[src/common/ddspl_pkg.sv]
// Package: constants and carrier types for the synthesizer core and loop control
package ddspl_pkg;

  // Datapath widths
  localparam int ACC_W    = 32;
  localparam int POFS_W   = 14;
  localparam int DAC_W    = 10;
  localparam int LUT_AW   = 6;
  localparam int NPROF    = 4;

  // Reset values
  localparam logic [ACC_W-1:0]  TUNING_RST  = 32'h0000_0000;
  localparam logic [POFS_W-1:0] POFS_RST    = 14'h0000;
  localparam logic              POL_RST     = 1'h0;
  localparam logic [1:0]        DIV_RST     = 2'h0;
  localparam logic [1:0]        FINAL_RST   = 2'h0;
  localparam logic [2:0]        WIDE_RST    = 3'h0;
  localparam logic [1:0]        FDET_RST    = 2'h0;

  // Divider codes for the detector inputs
  localparam logic [1:0] DIV_BY1 = 2'h0;
  localparam logic [1:0] DIV_BY2 = 2'h1;
  localparam logic [1:0] DIV_BY4 = 2'h2;

  // Pump scaling steps
  localparam logic [6:0] FINAL_STEP = 7'h01;
  localparam logic [6:0] WIDE_STEP  = 7'h02;
  localparam logic [6:0] FDET_STEP  = 7'h14;

  // Sync clock output: one eighth of the reference
  localparam int SYNC_DIV = 8;
  localparam int SYNC_HALF = SYNC_DIV / 2;

  // Core operating modes
  typedef enum logic [1:0] {DDSPL_SINGLE, DDSPL_SWEEP, DDSPL_SLEEP} ddspl_mode_t;

  // One profile: tuning word and phase offset
  typedef struct packed {
    logic [ACC_W-1:0]  tuning_word;
    logic [POFS_W-1:0] phase_ofs;
  } ddspl_prof_t;

  // Phase detector and pump settings
  typedef struct packed {
    logic [1:0] ref_div;
    logic [1:0] fb_div;
    logic       pump_polarity_select;
    logic [1:0] final_scale;
    logic [2:0] wide_scale;
    logic [1:0] fdet_scale;
  } ddspl_pll_t;

  // Host write of one buffered item
  typedef struct packed {
    logic              prof_we;
    logic [1:0]        prof_idx;
    ddspl_prof_t       prof;
    logic              pll_we;
    ddspl_pll_t        pll;
    logic              mode_we;
    ddspl_mode_t       mode;
    logic [ACC_W-1:0]  sweep_step;
  } ddspl_wr_t;

endpackage

[src/hw/ddspl_core.sv]
// Synthesizer core with profiles, sweep, sleep and phase detector / pump control
//
// Function
// 32-bit phase accumulator advances by the tuning word every system clock.
// 14-bit phase offset added to phase before sine conversion.
// Output frequency is tuning word times clock rate over two to the 32.
// Four profiles, active one chosen by two profile select pins.
// Each profile holds own tuning word and phase offset, both feed core.
// Optional divide-by-two of reference gives the system clock enable.
// Single-tone and automated frequency-sweep modes.
// Full-sleep mode halts most logic to save current.
// Host writes all settings into on-chip registers.
// Core delivers 10-bit sine samples, true and complementary, to converter.
// Each detector input has a divider of 1, 2 or 4 set by control field.
// Positive polarity: feedback leads lowers control voltage, lags raises it.
// Negative polarity: feedback leads raises control voltage, lags lowers it.
// Polarity bit resets to 0, ground-referenced; 1 supply-referenced.
// Final closed-loop current scale is 1, 2, 3 or 4 times base.
// Wide closed-loop current scale is 0 to 14 in steps of two.
// Frequency-detect current scale is 0, 20, 40 or 60 times base.
// Host drives profile select pins synchronous to the sync clock output.
// Rising edge of update strobe copies buffered settings to active ones.
// Sync clock output runs at one eighth of the reference rate.
// Frequency changes keep accumulator phase, no reset on update.
// Offset added to top accumulator bits, sine lookup gives converter word.
// Reset clears accumulator and restores every setting to its default.
`timescale 1ns/10ps
module ddspl_core
  import ddspl_pkg::*;
(
  // Clock and reset (clock is the reference)
  input  wire logic               i_mclk,
  input  wire logic               i_sys_rst,
  // Static configuration
  input  wire logic               i_clk_div2_en,
  // Host register writes
  input  wire ddspl_wr_t          i_wr,
  input  wire logic               i_wr_valid,
  // Pins from the other party
  input  wire logic [1:0]         i_profile_select_pins,
  input  wire logic               i_update_strobe,
  input  wire logic               i_reference_phase_input,
  input  wire logic               i_feedback_phase_input,
  // Converter samples
  output logic [DAC_W-1:0]        o_dac_p,
  output logic [DAC_W-1:0]        o_dac_n,
  // Sync clock and status
  output logic                    o_sync_clock_out,
  output logic                    o_sleeping,
  // Pump controls
  output logic                    o_pump_up,
  output logic                    o_pump_down,
  output logic [6:0]              o_final_mult,
  output logic [6:0]              o_wide_mult,
  output logic [6:0]              o_fdet_mult
);

  ////////////////////////////////////////////////////////////////////////////
  // Functions

  // Quarter-wave sine table, 6-bit index, 9-bit magnitude
  function automatic logic [DAC_W-2:0] sine_q(input logic [LUT_AW-1:0] idx);
    logic [DAC_W-2:0] tbl [0:63];
    tbl = '{9'h006, 9'h013, 9'h01f, 9'h02c, 9'h038, 9'h045, 9'h051, 9'h05e,
            9'h06a, 9'h076, 9'h082, 9'h08e, 9'h09a, 9'h0a6, 9'h0b2, 9'h0be,
            9'h0c9, 9'h0d5, 9'h0e0, 9'h0eb, 9'h0f6, 9'h101, 9'h10c, 9'h117,
            9'h121, 9'h12b, 9'h135, 9'h13f, 9'h149, 9'h152, 9'h15c, 9'h165,
            9'h16e, 9'h176, 9'h17f, 9'h187, 9'h18f, 9'h197, 9'h19e, 9'h1a5,
            9'h1ac, 9'h1b3, 9'h1b9, 9'h1c0, 9'h1c6, 9'h1cb, 9'h1d1, 9'h1d6,
            9'h1da, 9'h1df, 9'h1e3, 9'h1e7, 9'h1eb, 9'h1ee, 9'h1f1, 9'h1f4,
            9'h1f6, 9'h1f9, 9'h1fa, 9'h1fc, 9'h1fd, 9'h1fe, 9'h1ff, 9'h1ff};
    return tbl[idx];
  endfunction

  // Divider ratio code to terminal count (1, 2 or 4)
  function automatic logic [1:0] div_last(input logic [1:0] code);
    case (code)
      DIV_BY2: return 2'h1;
      DIV_BY4: return 2'h3;
      default: return 2'h0;
    endcase
  endfunction

  ////////////////////////////////////////////////////////////////////////////
  // Input synchronisers

  logic [1:0] ps_s1, ps_s2;
  logic [3:0] in_s1, in_s2;
  logic       upd_d;

  // Two flops on every pin
  always_ff @(posedge i_mclk) begin
    ps_s1 <= i_profile_select_pins;
    ps_s2 <= ps_s1;
    in_s1 <= {i_update_strobe, i_reference_phase_input, i_feedback_phase_input, i_clk_div2_en};
    in_s2 <= in_s1;
  end

  wire upd_s  = in_s2[3];
  wire ref_s  = in_s2[2];
  wire fb_s   = in_s2[1];
  wire div2_s = in_s2[0];

  ////////////////////////////////////////////////////////////////////////////
  // System clock enable and sync clock

  logic       half_tgl;
  logic [2:0] sync_cnt;
  wire        sys_en = ~div2_s | half_tgl;

  // Divide-by-two toggle and eighth-rate counter
  always_ff @(posedge i_mclk) begin
    if (i_sys_rst) begin
      half_tgl         <= 1'b0;
      sync_cnt         <= 3'h0;
      o_sync_clock_out <= 1'b0;
    end else begin
      half_tgl         <= ~half_tgl;
      sync_cnt         <= sync_cnt + 3'h1;
      o_sync_clock_out <= (sync_cnt >= 3'(SYNC_HALF - 1)) && (sync_cnt != 3'(SYNC_DIV - 1));
    end
  end

  ////////////////////////////////////////////////////////////////////////////
  // Buffered and active settings

  ddspl_prof_t buf_prof [NPROF];
  ddspl_prof_t act_prof [NPROF];
  ddspl_pll_t  buf_pll, act_pll;
  ddspl_mode_t buf_mode, act_mode;
  logic [ACC_W-1:0] buf_step, act_step;
  wire  upd_rise = upd_s & ~upd_d;

  // Host writes land in buffers; update edge copies to active
  always_ff @(posedge i_mclk) begin
    if (i_sys_rst) begin
      for (int i = 0; i < NPROF; i++) begin
        buf_prof[i] <= '{TUNING_RST, POFS_RST};
        act_prof[i] <= '{TUNING_RST, POFS_RST};
      end
      buf_pll  <= '{DIV_RST, DIV_RST, POL_RST, FINAL_RST, WIDE_RST, FDET_RST};
      act_pll  <= '{DIV_RST, DIV_RST, POL_RST, FINAL_RST, WIDE_RST, FDET_RST};
      buf_mode <= DDSPL_SINGLE;
      act_mode <= DDSPL_SINGLE;
      buf_step <= TUNING_RST;
      act_step <= TUNING_RST;
      upd_d    <= 1'b0;
    end else begin
      upd_d <= upd_s;
      if (i_wr_valid && i_wr.prof_we) buf_prof[i_wr.prof_idx] <= i_wr.prof;
      if (i_wr_valid && i_wr.pll_we)  buf_pll <= i_wr.pll;
      if (i_wr_valid && i_wr.mode_we) begin
        buf_mode <= i_wr.mode;
        buf_step <= i_wr.sweep_step;
      end
      if (upd_rise) begin
        act_prof <= buf_prof;
        act_pll  <= buf_pll;
        act_mode <= buf_mode;
        act_step <= buf_step;
      end
    end
  end

  ////////////////////////////////////////////////////////////////////////////
  // Oscillator

  logic [ACC_W-1:0] phase_acc, sweep_ofs;
  wire  ddspl_prof_t sel_prof = act_prof[ps_s2];
  wire  sleep_n = (act_mode != DDSPL_SLEEP);
  wire  [ACC_W-1:0] eff_tw = sel_prof.tuning_word + sweep_ofs;

  // Accumulator: phase-continuous, never reloaded by updates
  always_ff @(posedge i_mclk) begin
    if (i_sys_rst) begin
      phase_acc <= '0;
      sweep_ofs <= '0;
    end else if (sys_en && sleep_n) begin
      phase_acc <= phase_acc + eff_tw;
      if (act_mode == DDSPL_SWEEP)
        sweep_ofs <= sweep_ofs + act_step;
      else
        sweep_ofs <= '0;
    end
  end

  // Offset and sine lookup
  wire [POFS_W-1:0] ph = phase_acc[ACC_W-1 -: POFS_W] + sel_prof.phase_ofs;
  wire [LUT_AW-1:0] qidx = ph[POFS_W-2] ? ~ph[POFS_W-3 -: LUT_AW] : ph[POFS_W-3 -: LUT_AW];
  wire [DAC_W-2:0]  mag  = sine_q(qidx);
  wire [DAC_W-1:0]  samp = ph[POFS_W-1] ? (10'h200 - {1'b0, mag}) : (10'h200 + {1'b0, mag});

  // Converter outputs, held at their last sample in sleep
  always_ff @(posedge i_mclk) begin
    if (i_sys_rst) begin
      o_dac_p    <= 10'h200;
      o_dac_n    <= 10'h1ff;
      o_sleeping <= 1'b0;
    end else begin
      o_sleeping <= ~sleep_n;
      if (sys_en && sleep_n) begin
        o_dac_p <= samp;
        o_dac_n <= ~samp;
      end
    end
  end

  ////////////////////////////////////////////////////////////////////////////
  // Detector input dividers and phase comparison

  logic [1:0] rcnt, fcnt;
  logic       rdiv, fdiv, rdiv_d, fdiv_d, lead_up, lead_dn;

  // Dividers count input rising edges (1, 2 or 4)
  always_ff @(posedge i_mclk) begin
    if (i_sys_rst) begin
      rcnt <= 2'h0; fcnt <= 2'h0;
      rdiv <= 1'b0; fdiv <= 1'b0;
      rdiv_d <= 1'b0; fdiv_d <= 1'b0;
    end else begin
      rdiv <= 1'b0;
      fdiv <= 1'b0;
      rdiv_d <= ref_s;
      fdiv_d <= fb_s;
      if (ref_s && !rdiv_d) begin
        rcnt <= (rcnt >= div_last(act_pll.ref_div)) ? 2'h0 : rcnt + 2'h1;
        rdiv <= (rcnt >= div_last(act_pll.ref_div));
      end
      if (fb_s && !fdiv_d) begin
        fcnt <= (fcnt >= div_last(act_pll.fb_div)) ? 2'h0 : fcnt + 2'h1;
        fdiv <= (fcnt >= div_last(act_pll.fb_div));
      end
    end
  end

  // Tri-state detector: feedback first sets down, reference first sets up
  wire both = (lead_up | rdiv) & (lead_dn | fdiv);
  always_ff @(posedge i_mclk) begin
    if (i_sys_rst) begin
      lead_up     <= 1'b0;
      lead_dn     <= 1'b0;
      o_pump_up   <= 1'b0;
      o_pump_down <= 1'b0;
    end else begin
      lead_up <= both ? 1'b0 : (lead_up | rdiv);
      lead_dn <= both ? 1'b0 : (lead_dn | fdiv);
      o_pump_up   <= act_pll.pump_polarity_select ? lead_dn : lead_up;
      o_pump_down <= act_pll.pump_polarity_select ? lead_up : lead_dn;
    end
  end

  ////////////////////////////////////////////////////////////////////////////
  // Pump current multipliers

  always_ff @(posedge i_mclk) begin
    if (i_sys_rst) begin
      o_final_mult <= 7'h00;
      o_wide_mult  <= 7'h00;
      o_fdet_mult  <= 7'h00;
    end else begin
      o_final_mult <= 7'(act_pll.final_scale + 2'h0) * FINAL_STEP + FINAL_STEP;
      o_wide_mult  <= 7'(act_pll.wide_scale) * WIDE_STEP;
      o_fdet_mult  <= 7'(act_pll.fdet_scale) * FDET_STEP;
    end
  end

endmodule // ddspl_core

[config.mk]
export PLATFORM = sky130hd
export DESIGN_NAME = ddspl_core
export DESIGN_NICKNAME = d
export VERILOG_FILES = /design/src/common/ddspl_pkg.sv /design/src/hw/ddspl_core.sv
export SDC_FILE = /design/constraint.sdc
export NUM_CORES = 1
export LEC_CHECK = 0
export ABC_AREA = 1
export BUFFER_PORTS_ARGS = -buffer_cell sky130_fd_sc_hd__buf_2
export CAP_MARGIN = 20
export CORE_MARGIN = 8
export CORE_UTILIZATION = 41
export CTS_BUF_LIST = sky130_fd_sc_hd__clkbuf_2
export DETAILED_ROUTE_END_ITERATION = 7
export PLACE_DENSITY = 0.64
export SLEW_MARGIN = 30
export SYNTH_ARGS = -nofsm -noshare
export SYNTH_HDL_FRONTEND = slang
export SYNTH_SLANG_ARGS = --single-unit
[constraint.sdc]
create_clock -name i_mclk -period 4.6 [get_ports i_mclk]
set_input_delay 0.23 -clock i_mclk [delete_from_list [all_inputs] [get_ports i_mclk]]
set_output_delay 0.23 -clock i_mclk [all_outputs]
set_load 0.005 [all_outputs]
* Word-level counts from Yosys, hierarchy flattened
Memories as Yosys holds them, arrays and structs flattened.
Index checks and enable logic that the tools add are counted.
W data, S select, Z words.
** Storage, ports and cells
- Bits in registers :: 596
- Bits in latches :: 0
- Bits in writable memories :: 0
- ROM bits :: 576
- Output and inout bits :: 45
- Word-level logic and storage cells :: 136
- Memories :: 1
** Operators by class
- Add/subtract/negate cells :: 10
- Multiply operators :: 1
- Div/mod/pow operators :: 0
- $lt $le $gt $ge :: 7
- Equal/unequal tests :: 7
- Shifts and indexed selects :: 0
- Multiplexer cells :: 21
- Bitwise logic cells :: 16
- Reduce and logical (&&, ||, !) cells :: 13
** Memory list
- (name not given) :: depth 64, bits a word 9, rd ports 1, clocked after Yosys merged registers in 0, wr ports 0, RTL line ddspl_core.sv:72 : return tbl[idx];
** Operators with widths (number)
- $bwmux W184 :: 1
- $mux W46 :: 3
- $add A32 B32 Y32 :: 3
- $bmux W46 S2 :: 1
- $demux W46 S2 :: 1
- $mux W32 :: 1
- $mux W9 :: 2
- $add A14 B14 Y14 :: 1
- $mux W2 :: 6
- $add A10 B9 Y10 const A :: 1
- $mux W10 :: 1
- $not A10 Y10 :: 1
- $sub A10 B9 Y10 const A :: 1
- $logic_and A1 B1 Y1 :: 8
- $pmux W2 S2 :: 2
- $ge A7 B7 Y1 const B :: 1
- $not A6 Y7 :: 1
- $eq A2 B1 Y1 const B :: 3
- $ge A3 B3 Y1 const B :: 2
- $mux W6 :: 1
- $not A1 Y1 :: 6
- $not A2 Y3 :: 2
- $not A6 Y6 :: 1
- $reduce_or A2 Y1 :: 3
- other kinds (14) :: 22

* Longest topological paths before layout
- Depth after elaboration :: 14
- Depth in mapped cells :: 37

* Worst setup path after synthesis
No wires, ideal clock.
- Kind :: register to register
- Start point :: register ps_s2[0]
- End point :: register o_dac_p[6]
- Arrival :: 4.157 ns
- Required time :: 4.491 ns
- Slack :: 0.334 ns
- Cell stages (with the launch flop) :: 36
- Buffers on the path :: 3
- Cell sequence :: dfxtp_1 > inv_2 > buf_6 > clkbuf_1 > clkbuf_1 > nor2_1 > o22ai_1 > ha_1 > nand2_1 > inv_2 > nand2_1 > inv_1 > a21oi_1 > nand2_2 > nand3_2 > nand2_2 > nand2_1 > nand2_2 > nand2_1 > nand2_1 > ha_1 > inv_1 > nand3_1 > o21ai_0 > inv_1 > nand2_1 > nand3_1 > nand2_1 > ha_1 > nand3_1 > inv_1 > nand3_1 > nand3_1 > nand3_1 > nand2_1 > inv_1
** On the way
- Cells in the longest elaborated chain, start to end :: 13
** RTL lines
- from (decl) :: RTL line ddspl_core.sv:87 : logic [1:0] ps_s1, ps_s2;
- from (signal assigned) :: RTL line ddspl_core.sv:94 : ps_s2 <= ps_s1;
- $not A2 Y3 (not written as such) (*) :: RTL line ddspl_core.sv:169 : wire ddspl_prof_t sel_prof = act_prof[ps_s2];
- $bmux W46 S2 (*) :: RTL line ddspl_core.sv:169
- $mux W46 (not written as such) (*) (2 in a row) :: RTL line ddspl_core.sv:169
- $add A14 B14 Y14 (*) :: RTL line ddspl_core.sv:188 : wire [POFS_W-1:0] ph = phase_acc[ACC_W-1 -: POFS_W] + sel_prof.phase_ofs;
- $not A6 Y6 :: RTL line ddspl_core.sv:189 : wire [LUT_AW-1:0] qidx = ph[POFS_W-2] ? ~ph[POFS_W-3 -: LUT_AW] : ph[POFS_W-3 -: LUT_AW];
- $mux W6 :: RTL line ddspl_core.sv:189
- $not A6 Y7 (not written as such) :: RTL line ddspl_core.sv:72
- $mem_v2 Z64 W9
- $mux W9 (not written as such) (2 in a row) :: RTL line ddspl_core.sv:72
- $add A10 B9 Y10 / $sub A10 B9 Y10 (equally long branches) :: RTL line ddspl_core.sv:191 : wire [DAC_W-1:0] samp = ph[POFS_W-1] ? (10'h200 - {1'b0, mag}) : (10'h200 + {1'b0, mag});
- $mux W10 (*) :: RTL line ddspl_core.sv:191
- to (signal assigned) :: RTL line ddspl_core.sv:202 : o_dac_p <= samp;
- to (decl) :: RTL line ddspl_core.sv:45 : output logic [DAC_W-1:0] o_dac_p,
Every way passes the cells marked *; elsewhere a longest branch is shown, timed or not. The select of a mux whose other input is x is not followed.
A chain may end at the register's enable or synchronous reset.

* Worst setup path in the final report
- Start point :: register ps_s2[1]
- End point :: register o_dac_p[8]
The elaborated chain is that of the path after synthesis.

==> impl_results.md <==
* Outcome: completed
* Final HPWL DP at 46,200 µm
* DRT iter0 DRCs at ~2.0k
* FFs w/ async S/R, synth at 0%
* Ports at approximately 150
* Setup violators final at 0
* Number of synthesized register bits at about 580
* Full die area at between 70,000 and 80,000 µm²
* Largest area contributor in the netlist: dfxtp_1
* Peak Freq at ~230 MHz
* Final worst-path cycle share at approximately 93%
* Skew final at approximately 0.11 ns
* Worst Hold Class: in2reg
* Setup crit start: ps_s2[1]$_DFF_P_
* Via count at about 26k
* Crit Path Max Fanout at 7
* Warnings from Yosys at 0
* VDD IR max at 0.210 mV
* Share of layout cells above drive strength 1 at about an eighth
* First-pass GRT wire length at 129,000 µm
* DR pass1 iterations at 5
* EDFF count, synth at 0
* Min-Delay Startpoint: i_wr[94]
* Tightest Pin Transition at 0.914 ns
* RSZ-0062 raised after global routing: yes
* PortBufs at around 140
* DRC viols at 0
* Bufs on Longest Clock Path at 3
* Final instance area at between 30,000 and 40,000 µm²
* CTS tree: built
* Largest net degree at the start of global routing at around 220
* Final min period at ~4.3 ns
* Most numerous cell in the Yosys netlist: nor2_1
* Register area share after synthesis at 43.9%
* Die height at about 270 µm
* Worst rel slew slack at ~40%
* TritonCTS Buffers at around 160
* Initial antenna violation count at 7
* Pins over their slew limit at 0
* Distinct cells, synth at 52
* Crit path DAT at about 5.5 ns
* R2R setup slack at ~0.33 ns
* Final Hold Fails at 0
* Max stage delay on crit path at between 0.3 and 0.4 ns
* Max cap viols at 0
* Final TNS setup at 0 ns
* Clk slew on worst S/H paths at around 0.1 ns
* Initial core utilization at between 40% and 50%
* Die extent in x at about 270 µm
* Post-Syn Instances at approximately 3.7k
* GRT overflow at 0
* CP Class: reg2reg
* Slowest CP cell: dfxtp_2
* Top_reg_cell synth: dfxtp_1
* CTS root buffer: clkbuf_2
* Placed inst area at 27,900 µm²
* Post-synth top area share at approximately 44%
* RD Place Congestion at 0.893
* Post-route ant nets at 0
* Routed len/inst at 15.5 µm
* Vias per cell at 5.03
* CP endpoint kind: flop
* Buffers & Inverters on Critical Path at 7
* Total GRT Usage at between 20% and 30%
* Crit-path leading delay family: simple AND/OR/NAND/NOR gates
* Critical Path RT at approximately 5.8 ns
* Mean Syn Cell Area at 7.22 µm²
* CP startpoint kind: flop
* Worst skew pair latency at ~1.4 ns
* Worst r2r src: ps_s2[1]$_DFF_P_
* Row count at slightly above 90
* Pleak at 15.5 nW
* CORE AREA at 64,200 µm²
* Layout fillers at ~6.3k
* WL final at between 70,000 and 80,000 µm
* H-tree lvl count at 4
* Vias in the first global route at 25.1k
* Top cells by area, synth: dfxtp_1, nor2_1, o21ai_0, ha_1, nand2_1
* Final core utilization at between 50 and 60%
* Pwr dens at between 400 and 500 nW/µm²
* Final #Nets at around 4.4k
* Clock tree sinks at between 500 and 600
* Synth cell count leaders: nor2_1, o21ai_0, dfxtp_1, nand2_1, clkbuf_1
* Area grow syn2layout at 23.3%
* Mapped Area at approximately 27,000 µm²
-- cells by family (layout without fill, tap and decap cells) --
kind of cell,count (synthesis),in the layout,synth area share (%)
AO/OA/AOI/OAI,913,913,17.9
XOR/XNOR,34,34,1.12
adder cells (fa/ha/maj),125,125,6.81
buffers and inverters,428,987,6.44
flip-flops,583,583,43.9
other,1,17,0.0141
AND/OR/NAND/NOR,1598,1598,23.8
-- registers in the layout (all words and copies together) (netlist names), 12 cells and up --
name and count:
act_step 32, buf_pll 12, sweep_ofs 32, phase_acc 32, act_prof 184, buf_step 32
act_pll 12, buf_prof 184
-- per-stage QoR --
stage | hold slack [ns] | power, mW | setup slack, ns | instances
floorplan | 0.258 | 8.31 | 0.334 | 3692
global placement | 0.310 | 9.20 | 0.200 | 4510
detailed placement | 0.315 | 9.20 | 0.173 | 4510
CTS | 0.0568 | 13.0 | 0.153 | 5092
global route | 0.125 | 14.1 | -0.0432 | 5109
finish | 0.231 | 13.2 | 0.329 | 5112
-- layer usage --
| layer | GRT usage [%] | up-vias | routed length, µm |
|---|---|---|---|
| li1 | - | 12980 | - |
| met1 | 28.2 | 11868 | 37800 |
| met2 | 33.2 | 691 | 34900 |
| met3 | 5.20 | 147 | 4850 |
| met4 | 6.95 | 2 | 1750 |
| met5 | 0 | - | 13 |
-- where the power goes --
group          internal [mW]  switching (mW)
Sequential              5.41           0.242
Clock                   1.39            2.21
Combinational           1.49            2.40
Total                   8.29            4.86
-- worst register-to-register path, delay by kind of cell, from the launching register on --
family | cells | cell delay, ns
flops | 1 | 0.37
fa+ha+maj | 3 | 0.74
simple gates | 19 | 1.75
compound gates | 4 | 0.53
buf+inv | 7 | 0.75
-- cell type report --
cell class | instances | area [µm²] | share of cell area [%]
well taps | 855 | 1070 | 3.26
diodes | 6 | 15.0 | 0.0458
clock inverters | 37 | 236 | 0.722
flip-flops and latches | 583 | 11700 | 35.6
inverters | 203 | 783 | 2.39
multi-input cells | 2681 | 13400 | 40.9
clock buffers | 224 | 1120 | 3.42
repair buffers | 523 | 4480 | 13.7
-- layout by cell type, fill, tap and decap left out, types with 5 or more instances in the layout --
cell           instances
buf_2                138
nand4_1                6
nand3_1               69
conb_1                11
o211ai_1               5
buf_4                 53
nand2_2               26
inv_1                183
inv_6                  7
diode_2                6
dfxtp_1              581
a21oi_1              170
nor3_1                 8
inv_2                 15
xnor2_1               13
a31oi_1                8
nand2_4                5
fa_1                  33
ha_1                  89
clkinv_1              20
o21a_1                 8
dlygate4sd3_1        322
o21ai_2                6
nor2_2                 7
o22ai_1               43
clkbuf_2             224
xor2_1                21
nor2_1              1149
nand3_2               10
o21ai_1               13
buf_12                 5
nand2_1              294
nor2_4                 5
o21ai_0              633
-- what timing repair did --
item / in CTS / in global routing
hold buffers: 321 / 1
gates resized for setup: 0 / 42
endpoints found under the hold margin: 576 / 18
buffers inserted: 0 / 12
setup endpoints to repair: 0 / 27
-- path summary, 6_finish.rpt --
check	cells past startpoint	to
worst max-delay path	33	o_dac_p[8]$_SDFFE_PP0P_
worst min-delay path	6	buf_prof[178]$_SDFFE_PP0P_
worst max register to register	33	o_dac_p[8]$_SDFFE_PP0P_
worst min register to register	0	ps_s2[1]$_DFF_P_
Note: power is estimated with default switching activity, not from simulation.
